## src/verilog/cdb_pkg.sv

```systemverilog
package cdb_pkg;

	// register byte addresses
	localparam logic [11:0] CLK_CTRL_OFS    = 12'h000;
	localparam logic [11:0] DIVIDER_OFS     = 12'h004;
	localparam logic [11:0] AUX_CTRL_OFS    = 12'h008;
	localparam logic [11:0] PWR_STATUS_OFS  = 12'h00c;
	localparam logic [11:0] IRQ_ENABLE_OFS  = 12'h010;
	localparam logic [11:0] CONFIG_OFS      = 12'h014;

	// field positions
	localparam int CLK_OUT_EN_BIT     = 0;
	localparam int BO_IRQ_SEL_BIT     = 5;
	localparam int BO_DISABLE_BIT     = 6;
	localparam int BO_FLAG_BIT        = 0;
	localparam int BO_DETECT_BIT      = 1;
	localparam int BO_IRQ_PEND_BIT    = 2;
	localparam int BO_IRQ_EN_BIT      = 0;
	localparam int GLOBAL_IRQ_EN_BIT  = 7;

	// reset values
	localparam logic [7:0] DIVIDER_RST    = 8'h00;
	localparam logic [7:0] AUX_CTRL_RST   = 8'h00;
	localparam logic [7:0] CLK_CTRL_RST   = 8'h00;
	localparam logic [7:0] IRQ_ENABLE_RST = 8'h00;

	// timing
	localparam int RC_OSC_KHZ      = 6000;
	localparam int REF_CLK_KHZ     = 100000;
	localparam int CLK_OUT_RATIO   = 6;
	localparam int CLASSIC_RATIO   = 2;
	localparam int BO_LOW_MV       = 2500;
	localparam int BO_HIGH_MV      = 3800;

	// oscillator source from programming-time configuration
	typedef enum logic [2:0] {
		CDB_OSC_LOW_XTAL,
		CDB_OSC_MED_XTAL,
		CDB_OSC_HIGH_XTAL,
		CDB_OSC_RC,
		CDB_OSC_EXT_CLK
	} cdb_osc_sel_e;

	typedef struct packed {
		logic [2:0] osc_sel;
		logic       classic_timing_select;
		logic       brownout_level_select;
	} cdb_cfg_s;

	typedef struct packed {
		logic        psel;
		logic        penable;
		logic        pwrite;
		logic [11:0] paddr;
		logic [31:0] pwdata;
	} cdb_apb_req_s;

	typedef struct packed {
		logic        pready;
		logic        pslverr;
		logic [31:0] prdata;
	} cdb_apb_rsp_s;

endpackage

```

## src/verilog/cdb_clock_brownout.sv

```systemverilog
`timescale 1ns/1ps
// Behaviour
// oscillator type comes from programming-time configuration, not a register
// on-chip rc oscillator nominal 6 mhz, slowable via cpu clock divider
// external clock option frees second oscillator pin as port pin
// clock output only with rc or external clock source, never crystal
// clock output enable drives output whenever oscillator runs, idle too
// clock output runs at one sixth of cpu clock
// software should clear clock output enable before idle to save power
// default 6 clocks per machine cycle; classic timing halves cpu clock
// classic halving also slows all peripheral timing
// divider zero gives oscillator rate, or half with classic timing
// divider n from 1 to 255 divides by 2 times (n+1)
// divider may be rewritten any time without stopping execution
// new divider value applied only at a divided-clock boundary; here a zero value bypasses the divider at once
// brownout resets by default; interrupt select bit gives interrupt instead
// thresholds 2.5 v or 3.8 v; detection held while supply below
// reset mode holds processor reset while detection asserted
// interrupt mode raises one event on the falling crossing only
// brownout interrupt needs global and brownout enables both set
// brownout flag set on detection, stays until software clears it
// level select 1 picks 2.5 v, 0 picks 3.8 v
// brownout disable bit turns detection off entirely
module cdb_clock_brownout (
	input  wire logic                  ref_clk,
	input  wire logic                  rst_b,
	input  wire cdb_pkg::cdb_apb_req_s apb_req,
	output cdb_pkg::cdb_apb_rsp_s      apb_rsp,
	input  wire cdb_pkg::cdb_cfg_s     user_config_byte_one,
	input  wire logic                  osc_tick,
	input  wire logic                  osc_running,
	input  wire logic                  bo_below_low,
	input  wire logic                  bo_below_high,
	input  wire logic                  port_pin_out,
	input  wire logic                  port_pin_oe,
	output logic                       cpu_clk_en,
	output logic                       machine_cycle_en,
	output logic                       clock_output_pin,
	output logic                       second_osc_port_pin_oe,
	output logic                       second_osc_port_pin_out,
	output logic                       brownout_level_high,
	output logic                       brownout_reset,
	output logic                       brownout_irq
);

	localparam int DIV_W = 9;

	typedef struct packed {
		logic       clock_out_enable;
		logic [7:0] cpu_clock_divider;
		logic       brownout_irq_select;
		logic       brownout_disable;
		logic       global_irq_enable;
		logic       brownout_irq_enable;
		logic       brownout_flag;
		logic       bo_pending;
		logic       bo_det_d;
		logic       classic_phase;
		logic       pre_tick;
		logic [2:0] mc_cnt;
		logic       mc_en;
		logic       cpu_en;
		logic [1:0] co_cnt;
		logic       co_level;
		logic       co_pin;
		logic       pin_oe;
		logic       pin_out;
		logic       rst_out;
		logic       irq_out;
		logic       level_high;
		logic       pready;
		logic [31:0] prdata;
	} cdb_top_state_s;

	cdb_top_state_s st;
	cdb_top_state_s next_st;

	logic             bo_detect;
	logic             div_tick;
	logic [DIV_W-1:0] half_ratio;
	logic             apb_write;
	logic             apb_read;
	logic             rc_or_ext;
	logic             cpu_tick;

	// level select
	assign bo_detect = !st.brownout_disable && (user_config_byte_one.brownout_level_select
		? bo_below_low : bo_below_high);

	assign half_ratio = DIV_W'(st.cpu_clock_divider) + 1'b1;

	// divided clock
	cdb_ratio_div #(
		.W (DIV_W)
	) u_div (
		.ref_clk    (ref_clk),
		.rst_b      (rst_b),
		.tick_in    (st.pre_tick),
		.half_ratio (half_ratio),
		.tick_out   (div_tick)
	);

	assign apb_write = apb_req.psel && apb_req.penable && apb_req.pwrite && !st.pready;
	assign apb_read  = apb_req.psel && apb_req.penable && !apb_req.pwrite && !st.pready;
	// clock output source check
	assign rc_or_ext = (user_config_byte_one.osc_sel == cdb_pkg::CDB_OSC_RC)
		|| (user_config_byte_one.osc_sel == cdb_pkg::CDB_OSC_EXT_CLK);
	// oscillator ticks, divider bypassed at zero
	assign cpu_tick = (st.cpu_clock_divider == 8'h00) ? st.pre_tick : div_tick;

	always_comb begin
		next_st        = st;
		next_st.pready = 1'b0;
		next_st.cpu_en = 1'b0;
		next_st.mc_en  = 1'b0;

		// classic halving of oscillator ticks
		next_st.pre_tick = 1'b0;
		if (osc_tick) begin
			if (user_config_byte_one.classic_timing_select) begin
				next_st.classic_phase = !st.classic_phase;
				next_st.pre_tick      = st.classic_phase;
			end else begin
				next_st.pre_tick = 1'b1;
			end
		end

		// machine cycle and peripheral rate from cpu clock
		if (cpu_tick) begin
			next_st.cpu_en = 1'b1;
			if (st.mc_cnt == 3'(cdb_pkg::CLK_OUT_RATIO - 1)) begin
				next_st.mc_cnt = 3'h0;
				next_st.mc_en  = 1'b1;
			end else begin
				next_st.mc_cnt = st.mc_cnt + 3'h1;
			end
			// one sixth: toggle every three cpu clocks
			if (st.co_cnt == 2'(cdb_pkg::CLK_OUT_RATIO / 2 - 1)) begin
				next_st.co_cnt   = 2'h0;
				next_st.co_level = !st.co_level;
			end else begin
				next_st.co_cnt = st.co_cnt + 2'h1;
			end
		end

		// clock output while enabled and oscillator runs
		next_st.co_pin  = st.clock_out_enable && rc_or_ext && osc_running && st.co_level;
		// pin ownership
		if (st.clock_out_enable && rc_or_ext) begin
			next_st.pin_oe  = 1'b1;
			next_st.pin_out = st.co_level && osc_running;
		end else if (user_config_byte_one.osc_sel == cdb_pkg::CDB_OSC_EXT_CLK) begin
			next_st.pin_oe  = port_pin_oe;
			next_st.pin_out = port_pin_out;
		end else begin
			next_st.pin_oe  = 1'b0;
			next_st.pin_out = 1'b0;
		end

		// detector edge tracking
		next_st.bo_det_d   = bo_detect;
		next_st.level_high = !user_config_byte_one.brownout_level_select;
		// reset response while detected
		next_st.rst_out = bo_detect && !st.brownout_irq_select;

		// flag clear by software, set wins
		if (apb_write && apb_req.paddr == cdb_pkg::PWR_STATUS_OFS
			&& apb_req.pwdata[cdb_pkg::BO_FLAG_BIT]) begin
			next_st.brownout_flag = 1'b0;
		end
		if (apb_write && apb_req.paddr == cdb_pkg::PWR_STATUS_OFS
			&& apb_req.pwdata[cdb_pkg::BO_IRQ_PEND_BIT]) begin
			next_st.bo_pending = 1'b0;
		end
		if (bo_detect) begin
			next_st.brownout_flag = 1'b1;
		end
		// single event on falling crossing
		if (bo_detect && !st.bo_det_d && st.brownout_irq_select) begin
			next_st.bo_pending = 1'b1;
		end
		// gate by both enables
		next_st.irq_out = st.bo_pending && st.global_irq_enable && st.brownout_irq_enable;

		// register writes
		if (apb_write) begin
			unique case (apb_req.paddr)
				cdb_pkg::CLK_CTRL_OFS: begin
					next_st.clock_out_enable = apb_req.pwdata[cdb_pkg::CLK_OUT_EN_BIT];
				end
				cdb_pkg::DIVIDER_OFS: begin
					// accepted any time, nonzero value applied at boundary, zero at once
					next_st.cpu_clock_divider = apb_req.pwdata[7:0];
				end
				cdb_pkg::AUX_CTRL_OFS: begin
					next_st.brownout_irq_select = apb_req.pwdata[cdb_pkg::BO_IRQ_SEL_BIT];
					// disable bit
					next_st.brownout_disable = apb_req.pwdata[cdb_pkg::BO_DISABLE_BIT];
				end
				cdb_pkg::IRQ_ENABLE_OFS: begin
					next_st.global_irq_enable   = apb_req.pwdata[cdb_pkg::GLOBAL_IRQ_EN_BIT];
					next_st.brownout_irq_enable = apb_req.pwdata[cdb_pkg::BO_IRQ_EN_BIT];
				end
				default: begin
				end
			endcase
		end

		if (apb_req.psel && apb_req.penable && !st.pready) begin
			next_st.pready = 1'b1;
		end
		next_st.prdata = 32'h0;
		if (apb_read) begin
			unique case (apb_req.paddr)
				cdb_pkg::CLK_CTRL_OFS: next_st.prdata[0] = st.clock_out_enable;
				cdb_pkg::DIVIDER_OFS:  next_st.prdata[7:0] = st.cpu_clock_divider;
				cdb_pkg::AUX_CTRL_OFS: begin
					next_st.prdata[cdb_pkg::BO_IRQ_SEL_BIT] = st.brownout_irq_select;
					next_st.prdata[cdb_pkg::BO_DISABLE_BIT] = st.brownout_disable;
				end
				cdb_pkg::PWR_STATUS_OFS: begin
					next_st.prdata[cdb_pkg::BO_FLAG_BIT]     = st.brownout_flag;
					next_st.prdata[cdb_pkg::BO_DETECT_BIT]   = st.bo_det_d;
					next_st.prdata[cdb_pkg::BO_IRQ_PEND_BIT] = st.bo_pending;
				end
				cdb_pkg::IRQ_ENABLE_OFS: begin
					next_st.prdata[cdb_pkg::GLOBAL_IRQ_EN_BIT] = st.global_irq_enable;
					next_st.prdata[cdb_pkg::BO_IRQ_EN_BIT]     = st.brownout_irq_enable;
				end
				// configuration readback only
				cdb_pkg::CONFIG_OFS: begin
					next_st.prdata[2:0] = user_config_byte_one.osc_sel;
					next_st.prdata[3]   = user_config_byte_one.classic_timing_select;
					next_st.prdata[4]   = user_config_byte_one.brownout_level_select;
				end
				default: begin
				end
			endcase
		end
	end

	always_ff @(posedge ref_clk or negedge rst_b) begin
		if (!rst_b) begin
			st                     <= '0;
			st.cpu_clock_divider   <= cdb_pkg::DIVIDER_RST;
			st.level_high          <= 1'b0;
		end else begin
			st <= next_st;
		end
	end

	assign apb_rsp.pready           = st.pready;
	assign apb_rsp.pslverr          = 1'b0;
	assign apb_rsp.prdata           = st.prdata;
	assign cpu_clk_en               = st.cpu_en;
	assign machine_cycle_en         = st.mc_en;
	assign clock_output_pin         = st.co_pin;
	assign second_osc_port_pin_oe   = st.pin_oe;
	assign second_osc_port_pin_out  = st.pin_out;
	assign brownout_level_high      = st.level_high;
	assign brownout_reset           = st.rst_out;
	assign brownout_irq             = st.irq_out;

endmodule

```

## src/verilog/cdb_ratio_div.sv

```systemverilog
`timescale 1ns/1ps
// glitch-free divide-by-two-times-(ratio) enable generator, ratio latched at boundary
module cdb_ratio_div #(
	parameter int W = 9
) (
	input  wire logic         ref_clk,
	input  wire logic         rst_b,
	input  wire logic         tick_in,
	input  wire logic [W-1:0] half_ratio,
	output logic              tick_out
);

	typedef struct packed {
		logic [W-1:0] cnt;
		logic [W-1:0] held;
		logic         tick;
	} cdb_div_state_s;

	cdb_div_state_s st;
	cdb_div_state_s next_st;
	logic [W:0]     cnt_inc;
	logic [W:0]     period;

	// full period is twice the held ratio
	assign cnt_inc = {1'b0, st.cnt} + {{W{1'b0}}, 1'b1};
	assign period  = {st.held, 1'b0};

	always_comb begin
		next_st      = st;
		next_st.tick = 1'b0;
		if (tick_in) begin
			if (cnt_inc >= period) begin
				next_st.cnt  = '0;
				next_st.tick = 1'b1;
				// new ratio only at a period boundary
				next_st.held = half_ratio;
			end else begin
				next_st.cnt = cnt_inc[W-1:0];
			end
		end
	end

	always_ff @(posedge ref_clk or negedge rst_b) begin
		if (!rst_b) begin
			st <= '{cnt: '0, held: '0, tick: 1'b0};
		end else begin
			st <= next_st;
		end
	end

	assign tick_out = st.tick;

endmodule

```

## config.mk

```make
export PLATFORM = sky130hd
export DESIGN_NAME = cdb_clock_brownout
export DESIGN_NICKNAME = d
export VERILOG_FILES = /design/src/verilog/cdb_pkg.sv /design/src/verilog/cdb_clock_brownout.sv /design/src/verilog/cdb_ratio_div.sv
export SDC_FILE = /design/constraint.sdc
export NUM_CORES = 1
export LEC_CHECK = 0
export BUFFER_PORTS_ARGS = -buffer_cell sky130_fd_sc_hd__buf_4
export CORE_MARGIN = 2
export CORE_UTILIZATION = 25
export DETAILED_ROUTE_END_ITERATION = 8
export GPL_ROUTABILITY_DRIVEN = 0
export RECOVER_POWER = 50
export SLEW_MARGIN = 15
export SYNTH_ARGS = -nofsm -noshare
export SYNTH_HDL_FRONTEND = slang
export SYNTH_SLANG_ARGS = --single-unit
export TNS_END_PERCENT = 5
```

## constraint.sdc

```tcl
create_clock -name ref_clk -period 3 [get_ports ref_clk]
set_input_delay 0.15 -clock ref_clk [delete_from_list [all_inputs] [get_ports ref_clk]]
set_output_delay 0.15 -clock ref_clk [all_outputs]
set_load 0.05 [all_outputs]
```

### After elaboration in Yosys (flattened, before gate mapping)

Cells that the tools add are included.
Widths: inputs -> output; s select.

| word-level totals | value |
|---|---|
| register bits after elaboration | 60 |
| bits of input ports | 60 |

| operators by class | value |
|---|---|
| eq/ne operators | 9 |
| $add $sub $neg | 4 |
| multiplexer cells | 25 |
| $lt $le $gt $ge | 1 |
| reduce and logical (&&, ||, !) cells | 39 |

Operators with widths:

| cell | number |
|---|---|
| $eq 12x4->1 const B | 2 |
| $eq 12x5->1 const B | 2 |
| $logic_and 1x1->1 | 19 |
| $reduce_and 2->1 | 7 |
| $mux 1 | 13 |
| $eq 12x3->1 const B | 1 |
| $logic_not 12->1 | 1 |
| $add 9x1->10 const B | 1 |
| $ge 10x10->1 | 1 |
| $add 8x1->9 const B | 1 |
| $mux 9 | 1 |
| $logic_not 1->1 | 8 |
| $logic_not 8->1 | 1 |
| $mux 8 | 1 |
| $pmux 2 s2 | 2 |
| $eq 3x3->1 const B | 2 |
| $mux 2 | 3 |
| $pmux 2 s3 | 1 |
| $mux 5 | 1 |
| $pmux 1 s5 | 1 |
| $reduce_bool 2->1 | 2 |
| $add 3x1->3 const B | 1 |
| $eq 3x2->1 const B | 1 |
| $mux 3 | 1 |
| 4 further kinds | 4 |

### Logic depth before layout (Yosys ltp)

Gate-level depths: netlist of run 1.

| depth | value |
|---|---|
| depth after elaboration | 7 |
| depth in mapped cells | 9 |
| mapped depth without buffers | 9 |

### By module

A second synthesis of run 1 with hierarchy kept.

| second synthesis, totals | value |
|---|---|
| cells, all modules | 338 |
| area total of the unflattened synthesis | 3453.3 µm² |

By module, submodules not included:

| module | area an instance (µm²) | times used | cells each |
|---|---|---|---|
| cdb_clock_brownout | 2274.7 | 1 | 221 |
| cdb_ratio_div | 1178.6 | 1 | 117 |

### Least setup slack after synthesis of run 1

No wires, ideal clock.

| timing | value |
|---|---|
| path kind | register -> register |
| start point | reg u_div.st[10] (netlist bit) |
| end point | reg u_div.st (netlist bit u_div.period[2]) |
| path buffers | 0 |
| data required time | 2.862 ns |
| period minus slack after synthesis | 2.392 ns |
| path slack | 0.608 ns |
| cell stages (with the launch flop) | 10 |
| arrival time | 2.254 ns |
| cells stage by stage | dfrtp_1 > ha_1 > nand3_1 > nor3_1 > xor2_1 > ha_1 > o21ai_0 > o21bai_1 > a21oi_1 > o21ai_0 |

| between the ends | value |
|---|---|
| word-level cells in the longest chain between the ends | 3 |

Ends and longest elaborated chain:

| what | RTL line | text |
|---|---|---|
| start, declared | cdb_ratio_div.sv:19 | `cdb_div_state_s st;` |
| start signal, assigned | cdb_ratio_div.sv:45 | `st <= '{cnt: '0, held: '0, tick: 1'b0};` |
| start signal, assigned | cdb_ratio_div.sv:47 | `st <= next_st;` |
| $add 9x1->10 | cdb_ratio_div.sv:25 | `assign cnt_inc = {1'b0, st.cnt} + {{W{1'b0}}, 1'b1};` |
| $ge 10x10->1 | cdb_ratio_div.sv:32 | `if (cnt_inc >= period) begin` |
| $reduce_and 2->1 (no source line) | -- |  |

Every way passes these cells.
A chain may end at the register's enable or synchronous reset.

### Worst setup path after layout of run 1

| timing | value |
|---|---|
| start point | reg u_div.st[10] (netlist bit) |
| end point | reg u_div.st (netlist bit u_div.period[7]) |

The elaborated chain is that of the path after synthesis.

==> flow_metrics.tcl, run 1 <==
set metrics [dict create \
    period_minus_slack_ns 2.730 \
    overflow 0 \
    antenna_found_initial 0 \
    critical_path.max_fanout 6 \
    leakagePower_nw 1.848 \
    ys_seq_area_frac 0.4438 \
    cap_violations 1 \
    power_frac_clock 0.338 \
    fin_tns_setup_ns 0 \
    yosys_warnings 0 \
    hold_violations 0 \
    required_ns 3.23 \
    violations "max-capacitance violations" \
    clockBufferDepth 2 \
    fin_nets 459 \
    yosys-top-cells-count "dfrtp_1, buf_4, inv_1" \
    yosys_register_bits 60 \
    cts_max_level 3 \
    wl_per_cell_um 13.30 \
    synth-edff-count 0 \
    first_iter_violations 89 \
    chipWidth_um 120.3 \
    async_flop_share 1.000 \
    core_area_um2 13240 \
    synth_top_area_frac 0.4438 \
    synthFlopType "dfrtp_1" \
    combinationalPowerShare 0.305 \
    via_count 2626 \
    pwr_density_cell_nw_per_um2 742.0 \
    synth_compound_area_frac 0.1391 \
    preCtsSetupSlack_ns 0.1532 \
    crit_type "reg -> reg" \
    pin_count 102 \
    grt_max_degree 61 \
    post-route-period-util 0.9101 \
    vdd_drop_max_mv 0.2958 \
    via_per_inst 4.623 \
    dpl-instance-area_um2 3844 \
    status "finished, violations left" \
    synthAdderAreaFrac 0.04438 \
    synth-simple-area-share 0.1509 \
    slew_viol_final 0 \
    cts_root_buffer "clkbuf_16" \
    grt_pass1_wl_um 12540 \
    setup.worst_path.end_class "flip-flop" \
    syn_inst 334 \
    hpwl_um 5511 \
    post-cts-setup-buffers 0 \
    synthXorXnorAreaFrac 0.04142 \
    postSynthAreaPerCell_um2 10.13 \
    drive_above_1_share 0.2066 \
    finalSetupViolCount 0 \
    worst_slew_pin_slew_ns 1.496 \
    drt_first_pass_iters 4 \
    sw_frac_of_total 0.3338 \
    die_height_um 120.3 \
    clkTransAtPathRegs_ns 0.05 \
    track_usage 0.1072 \
    clock_latency_ns 0.32 \
    postRouteAntennaNets 0 \
    antenna_cells 0 \
    drc_errors 0 \
    finalWorstSetupSlack_ns 0.2697 \
    wirelength_um 7552 \
    grt_pass1_vias 2594 \
    netlist_area_um2 3383 \
    die_area_um2 14480 \
    critPathLaunchType "flip-flop" \
    fill_cells 1389 \
    pwr-share-seq 0.358 \
    cts.sinks 60 \
    synth_top_area_cell "dfrtp_1" \
    synthTopCellsByArea "dfrtp_1, buf_4, mux2_2" \
    syn_to_final_growth_pct 20.93 \
    synth_cell_types 57 \
    io_buffers 52 \
    cts_buffers 9 \
    synth_top_family_by_area "simple AND/OR/NAND/NOR gates" \
    synth.mux.area_fraction 0.06509 \
    seq_area_um2 1501 \
    skew_ns 0.004983 \
    fmax_mhz 366.3 \
    finalInstanceArea_um2 4091 \
    initial_core_util 0.2555 \
    cts_tree "done" \
    hp-class "in -> reg" \
    grt_setup_unrepaired "no" \
    yosysMostFrequentCell "dfrtp_1" \
    crit_arrival_ns 2.96 \
    p_switching_w 0.001013 \
    slew_headroom 0.002882 \
    num_rows 42 \
    multiInputGateArea_um2 1595 \
    p_int_w 0.002022 \
]
## power groups by stage
| stage | Combinational (W) | Sequential (W) | Clock (W) |
|---|---|---|---|
| after floorplan | 0.000658 | 0.00108 | 0 |
| after global placement | 0.000882 | 0.00109 | 0 |
| after detailed placement | 0.000912 | 0.00110 | 0 |
| after CTS | 0.000933 | 0.00109 | 0.00104 |
| after global routing | 0.00104 | 0.00111 | 0.00108 |
| final | 0.000925 | 0.00109 | 0.00103 |
## cell usage in the layout, fill, tap and decap left out, types with 2 or more instances in the layout
master     netlist  routed
o2bb2ai_1        2       2
and3_1           3       3
or2_2            2       2
ha_1            12      12
nor3_1           6       5
inv_1           24      24
a221oi_1         6       6
or3_1            2       2
a21oi_1          9       9
clkbuf_16        0       9
a21boi_0         3       3
nand4_1          9       9
xnor2_1         10      10
o21ai_1          1       2
mux2_2          16      16
and2_1           2       2
conb_1           1      25
nand3_1         14      14
dfrtp_1         60      60
a31oi_1          8       8
clkbuf_1         7      22
a31o_2           2       2
nor2_1          21      21
and3b_1          2       2
nor2b_1          6       6
nand2_1         15      15
nand2b_1         3       3
o221ai_1         6       6
o21ai_0          9       8
mux2i_1          4       4
a22oi_1          3       3
buf_4           34      40
xor2_1           6       6
clkbuf_8         0       2
## per-stage QoR
stage / total power [W] / utilization / instances / hold WS [ns]
5_1_grt: 0.003224 / 0.3090 / 568 / 0.06320
3_5_place_dp: 0.002010 / 0.2902 / 551 / 0.2893
3_3_place_gp: 0.001971 / 0.2902 / 551 / 0.2719
2_1_floorplan: 0.001740 / - / 358 / -0.1456
4_1_cts: 0.003062 / 0.3135 / 568 / 0.002242
6_report: 0.003036 / 0.3090 / 568 / 0.04529
## cell families (layout without fill, tap and decap cells)
logic type,after synthesis,in the layout
compound gates,65,65
xor+xnor,16,16
fa+ha+maj,12,12
buf+inv,67,101
flops,60,60
mux,20,20
other cells,1,25
simple gates,93,93
## registers in the layout, indices dropped and copies added, names as in the netlist, 9 cells and up
name	count
st	24
apb_rsp	9
u_div.period	9
u_div.st	9
## layer usage
layer	track usage	share of wire	vias up
met2	0.1818	0.50	75
met5	0	0	-
met3	0.02217	0.050	8
met4	0.04142	0.010	0
li1	-	-	1244
met1	0.1338	0.44	1299
## path summary, 6_finish.rpt
path,to,depth (start not counted),slack (ns),from
worst max-delay path,u_div.period[7],10,0.27,u_div.st[10]
worst min register to register,st[44],1,0.47,st[44]
worst min-delay path,st[47],2,0.05,user_config_byte_one[1]
max in group asynchronous,st[39],2,1.35,rst_b
worst max register to register,u_div.period[7],10,0.27,u_div.st[10]
min in group asynchronous,u_div.st[17],2,0.76,rst_b
## cell type report
type                    count  share of cell area
multi-input cells         231              0.3899
well taps                 176             0.05382
clock buffers              15             0.06544
inverters                  25             0.02294
clock inverters             1            0.007339
repair buffers             60             0.09358
flip-flops and latches     60              0.3670
## critical path: stages, from the launching register on
cell and delay, ns:
dfrtp_1 0.42, ha_1 0.24, nand3_1 0.23, nor3_2 0.26, xor2_1 0.23, ha_1 0.29, o21ai_1 0.20, o21ba_2 0.22
o21ai_1 0.18, buf_4 0.21, a31oi_1 0.18
## timing repair
action	in CTS	in global routing
hold buffers	1	0
gates resized for setup	0	3
setup endpoints to repair	0	14
endpoints found under the hold margin	60	0
(Power assumes the default switching activity.)
==> run 2, diff against run 1 <==
--- a/config.mk
+++ b/config.mk
@@ -8,6 +8,8 @@
 export BUFFER_PORTS_ARGS = -buffer_cell sky130_fd_sc_hd__buf_4
 export CORE_MARGIN = 2
 export CORE_UTILIZATION = 25
+export CTS_BUF_LIST = sky130_fd_sc_hd__clkbuf_8
+export CTS_CLUSTER_DIAMETER = 60
 export DETAILED_ROUTE_END_ITERATION = 8
 export GPL_ROUTABILITY_DRIVEN = 0
 export RECOVER_POWER = 50
==> flow_metrics.tcl, run 2 (same netlist as run 1, synthesis figures left out) <==
set metrics [dict create \
    die_area_um2 14480 \
    fin_tns_setup_ns 0 \
    top_register "st" \
    cts_tree "done" \
    hp-class "in -> reg" \
    grt_max_degree 61 \
    cts.sinks 60 \
    worst_slew_pin_slew_ns 1.486 \
    chipWidth_um 120.3 \
    r2r_slack_ns 0.34 \
    final_cell_mix "dfrtp_1, buf_4, inv_1" \
    skew_ns 0.007332 \
    slew_headroom 0.009218 \
    drive_above_1_share 0.2087 \
    die_height_um 120.3 \
    setup.worst_path.end_class "flip-flop" \
    grt_pass1_vias 2602 \
    worstHoldPathCells 2 \
    period_minus_slack_ns 2.663 \
    cts_root_buffer "clkbuf_8" \
    crit_type "reg -> reg" \
    drc_errors 0 \
    cts_max_level 3 \
    pin_count 102 \
    required_ns 3.20 \
    syn_to_final_growth_pct 18.38 \
    post-cts-setup-buffers 0 \
    cpMostUsedCell "ha_1" \
    grt_setup_unrepaired "no" \
    slew_viol_final 0 \
    drt_first_pass_iters 4 \
    finalWorstSetupSlack_ns 0.3374 \
    track_usage 0.1076 \
    first_iter_violations 80 \
    via_per_inst 4.610 \
    fmax_mhz 375.6 \
    core_area_um2 13240 \
    preCtsSetupSlack_ns 0.1532 \
    pwr_density_cell_nw_per_um2 680.7 \
    largest_reg_flops 24 \
    fin_nets 460 \
    clock_latency_ns 0.33 \
    finalSetupViolCount 0 \
    overflow 0 \
    hpwl_um 5511 \
    postRouteAntennaNets 0 \
    wl_per_cell_um 13.17 \
    critPathLaunchType "flip-flop" \
    holdPathEnd "st[47]" \
    post-route-period-util 0.8875 \
    vdd_drop_max_mv 0.2026 \
    grt_pass1_wl_um 12590 \
    io_buffers 52 \
    cp_slowest_stage_delay_ns 0.42 \
    reg2reg_depth 10 \
    fill_cells 1405 \
    clockBufferDepth 2 \
    slowest_stage "dfrtp_1" \
    cts_buffers 9 \
    wirelength_um 7495 \
    clkTransAtPathRegs_ns 0.07 \
    cap_violations 0 \
    hp-start "user_config_byte_one[1]" \
    timing.rr.end "u_div.period[2]" \
    status "finished clean" \
    layout_commonest_cell "dfrtp_1" \
    initial_core_util 0.2555 \
    antenna_found_initial 0 \
    via_count 2623 \
    crit_arrival_ns 2.87 \
    critical_path.max_fanout 5 \
    leakagePower_nw 1.823 \
    r2r-start "u_div.st[10]" \
    path_cells "ha_1 -> nand3_2 -> nor3_2 -> xor2_1 -> ha_1 -> o21ai_1 -> o21bai_1 -> a21oi_1 -> buf_4 -> o21ai_0" \
    hold_violations 0 \
    num_rows 42 \
    antenna_cells 0 \
]
## run 2: changes by cell type in the layout (fill, tap and decap cells not counted)
cell	before	now
clkbuf_8	2	11
nand3_2	0	1
clkbuf_16	9	0
dlygate4sd3_1	1	2
clkbuf_1	22	18
nand3_1	14	13
inv_1	24	28
## run 2: cell type report
class                           instances  area (um^2)  share of cell area
Sequential cell                        60         1501              0.3749
Inverter                               25        93.84             0.02343
Clock inverter                          5        45.04             0.01125
Timing Repair Buffer                   61        392.9             0.09809
Multi-Input combinational cell        231         1600              0.3996
Clock buffer                           11        151.4             0.03780
Tap cell                              176        220.2             0.05498
## run 2: stage by stage
step / utilization / hold slack (ns) / instance area (um^2) / cells / total power [W]
3_5_place_dp: 0.2902 / 0.2893 / 3844 / 551 / 0.002010
4_1_cts: 0.3066 / 0.03040 / 4060 / 569 / 0.002749
5_1_grt: 0.3024 / 0.04936 / 4005 / 569 / 0.002926
3_3_place_gp: 0.2902 / 0.2719 / 3844 / 551 / 0.001971
6_report: 0.3024 / 0.03456 / 4005 / 569 / 0.002726
2_1_floorplan: - / -0.1456 / 3473 / 358 / 0.001740
## run 2: per-layer routing
| layer | GRT usage | up-vias | part of all wire |
|---|---|---|---|
| met2 | 0.1836 | 80 | 0.49 |
| met5 | 0 | - | 0 |
| met1 | 0.1323 | 1279 | 0.44 |
| met4 | 0.04070 | 0 | 0.017 |
| met3 | 0.02453 | 15 | 0.056 |
| li1 | - | 1249 | - |
## run 2: timing repair
action | CTS | global route
endpoints found under the hold margin | 61 | 0
hold buffers | 2 | 0
endpoints found under the setup margin | 0 | 17
resized for setup | 0 | 4
## run 2: how the worst max path moves through the flow
stage / to / from / slack, ns
after global placement: u_div.period[2] / u_div.st[10] / 0.30
after floorplan: u_div.period[2] / u_div.st[10] / 0.61
after detailed placement: u_div.period[7] / u_div.st[10] / 0.15
final: u_div.period[2] / u_div.st[10] / 0.34
after CTS: u_div.period[7] / u_div.st[10] / 0.13
after global routing: u_div.period[7] / u_div.st[10] / 0.09
## run 2: worst max-delay path, delay by kind of cell, from the launching register on
kind / cells / cell delay [ns]
buffers and inverters: 1 / 0.20
flip-flops: 1 / 0.42
AND/OR/NAND/NOR: 2 / 0.39
XOR/XNOR: 1 / 0.23
adder cells (fa/ha/maj): 2 / 0.54
AO/OA/AOI/OAI: 4 / 0.75
## run 2: power by group
group | switching [W] | total, W | internal, W
combinational | 0.000555 | 0.000926 | 0.000372
clock | 0.000296 | 0.000713 | 0.000417
sequential | 0.000128 | 0.00109 | 0.000959
==> run 3, diff against run 2 <==
--- a/config.mk
+++ b/config.mk
@@ -5,14 +5,15 @@
 export SDC_FILE = /design/constraint.sdc
 export NUM_CORES = 1
 export LEC_CHECK = 0
-export BUFFER_PORTS_ARGS = -buffer_cell sky130_fd_sc_hd__buf_4
 export CORE_MARGIN = 2
 export CORE_UTILIZATION = 25
 export CTS_BUF_LIST = sky130_fd_sc_hd__clkbuf_8
 export CTS_CLUSTER_DIAMETER = 60
 export DETAILED_ROUTE_END_ITERATION = 8
+export DONT_BUFFER_PORTS = 1
 export GPL_ROUTABILITY_DRIVEN = 0
 export RECOVER_POWER = 50
+export SETUP_SLACK_MARGIN = 0.2
 export SLEW_MARGIN = 15
 export SYNTH_ARGS = -nofsm -noshare
 export SYNTH_HDL_FRONTEND = slang
==> flow_metrics.tcl, run 3 (same netlist as run 1, synthesis figures left out) <==
set metrics [dict create \
    finalInstanceArea_um2 3961 \
    fin_tns_setup_ns 0 \
    vdd_drop_max_mv 0.2820 \
    cts_max_level 3 \
    fill_cells 1376 \
    initial_core_util 0.2555 \
    grt_pass1_vias 2638 \
    grt_max_degree 61 \
    io_buffers 0 \
    track_usage 0.1149 \
    via_per_inst 4.695 \
    hold_violations 0 \
    clockBufferDepth 2 \
    layout_commonest_cell "dfrtp_1" \
    p_total_w 0.002874 \
    num_rows 42 \
    crit_type "reg -> reg" \
    hp-class "in -> reg" \
    antenna_found_initial 0 \
    wl_per_cell_um 14.15 \
    grt_pass1_wl_um 13170 \
    largest_reg_flops 24 \
    postRouteAntennaNets 0 \
    required_ns 3.21 \
    violations "max-capacitance violations" \
    dpl-instance-area_um2 3468 \
    drive_above_1_share 0.1562 \
    critical_path.max_fanout 6 \
    syn_to_final_growth_pct 17.09 \
    worst_slew_pin_slew_ns 1.491 \
    antenna_cells 0 \
    period_minus_slack_ns 2.525 \
    fin_nets 432 \
    cts_tree "done" \
    overflow 0 \
    final_cell_mix "dfrtp_1, conb_1, inv_1" \
    die_height_um 120.3 \
    status "finished, violations left" \
    setup.worst_path.end_class "flip-flop" \
    wirelength_um 7654 \
    grt_setup_unrepaired "no" \
    skew_ns 0.009212 \
    critPathLaunchType "flip-flop" \
    cap_violations 1 \
    hpwl_um 5434 \
    crit_arrival_ns 2.73 \
    clock_latency_ns 0.34 \
    cts.sinks 60 \
    slew_viol_final 0 \
    pin_count 102 \
    core_area_um2 13240 \
    leakagePower_nw 1.745 \
    post-cts-setup-buffers 0 \
    clkTransAtPathRegs_ns 0.07 \
    drt_first_pass_iters 5 \
    preCtsSetupSlack_ns 0.2738 \
    chipWidth_um 120.3 \
    slew_headroom 0.006177 \
    die_area_um2 14480 \
    top_register "st" \
    finalSetupViolCount 0 \
    cts_root_buffer "clkbuf_8" \
    pwr_density_cell_nw_per_um2 725.6 \
    post-route-period-util 0.8416 \
    first_iter_violations 115 \
    fmax_mhz 396.1 \
    finalWorstSetupSlack_ns 0.4751 \
    drc_errors 0 \
    cts_buffers 9 \
    via_count 2540 \
]
[run 3: cell types whose count changed in the layout (fill, tap and decap cells not counted)]
cell	previous run	this run
clkbuf_1	18	0
bufinv_16	1	2
nor3_1	5	4
buf_4	40	9
clkinv_4	0	1
ha_2	0	1
clkinvlp_4	0	2
inv_1	28	24
dlygate4sd3_1	2	23
ha_1	12	11
nor3_2	1	2
[run 3: metal layers]
| layer | vias up | global-route usage | share of wire |
|---|---|---|---|
| met3 | 14 | 0.03679 | 0.051 |
| li1 | 1187 | - | - |
| met1 | 1249 | 0.1385 | 0.42 |
| met4 | 0 | 0.03924 | 0.018 |
| met2 | 90 | 0.1935 | 0.51 |
| met5 | - | 0 | 0 |
[run 3: power breakdown]
group	internal, W	total (W)	switching [W]	leakage [nW]
clock	0.000514	0.000855	0.000341	0.112
combinational	0.000386	0.000910	0.000524	0.854
sequential	0.000958	0.00111	0.000151	0.779
[run 3: per-stage QoR]
| step | instances | utilization | hold WS (ns) |
|---|---|---|---|
| final | 541 | 0.2991 | 0.03806 |
| after global routing | 541 | 0.2991 | 0.01031 |
| after CTS | 540 | 0.2984 | 0.0004863 |
| after detailed placement | 501 | 0.2619 | -0.1400 |
| after global placement | 501 | 0.2619 | -0.1399 |
| after floorplan | 358 | - | -0.1456 |
[run 3: layout make-up]
type | count | area [um^2] | share of cell area
multi-input cells | 231 | 1608 | 0.4059
flip-flops and latches | 60 | 1501 | 0.3790
repair buffers | 33 | 302.8 | 0.07644
well taps | 176 | 220.2 | 0.05559
clock buffers | 11 | 151.4 | 0.03822
inverters | 25 | 93.84 | 0.02369
clock inverters | 5 | 83.83 | 0.02116
[run 3: what timing repair did]
action | 4_1_cts | 5_1_grt
resized for setup | 0 | 6
hold buffers | 23 | 1
hold endpoints to repair | 86 | 1
setup endpoints to repair | 0 | 19
[run 3: path summary, 6_finish.rpt]
check	from	to	slack, ns	cells after the start
min in group asynchronous	rst_b	u_div.st[17]	0.73	2
setup / recovery	u_div.st[10]	u_div.period[4]	0.48	10
hold reg to reg	st[44]	st[44]	0.48	1
hold / removal	user_config_byte_one[3]	apb_rsp[1]	0.04	2
max in group asynchronous	rst_b	st[63]	1.37	2
setup reg to reg	u_div.st[10]	u_div.period[4]	0.48	10
[run 3: critical path, cell delays in order (launching register included)]
cell	delay [ns]
dfrtp_1	0.42
ha_2	0.24
nand3_2	0.15
nor3_2	0.20
xor2_1	0.22
ha_1	0.29
o21ai_1	0.18
o21bai_1	0.13
buf_4	0.18
a221oi_1	0.30
a31oi_1	0.07
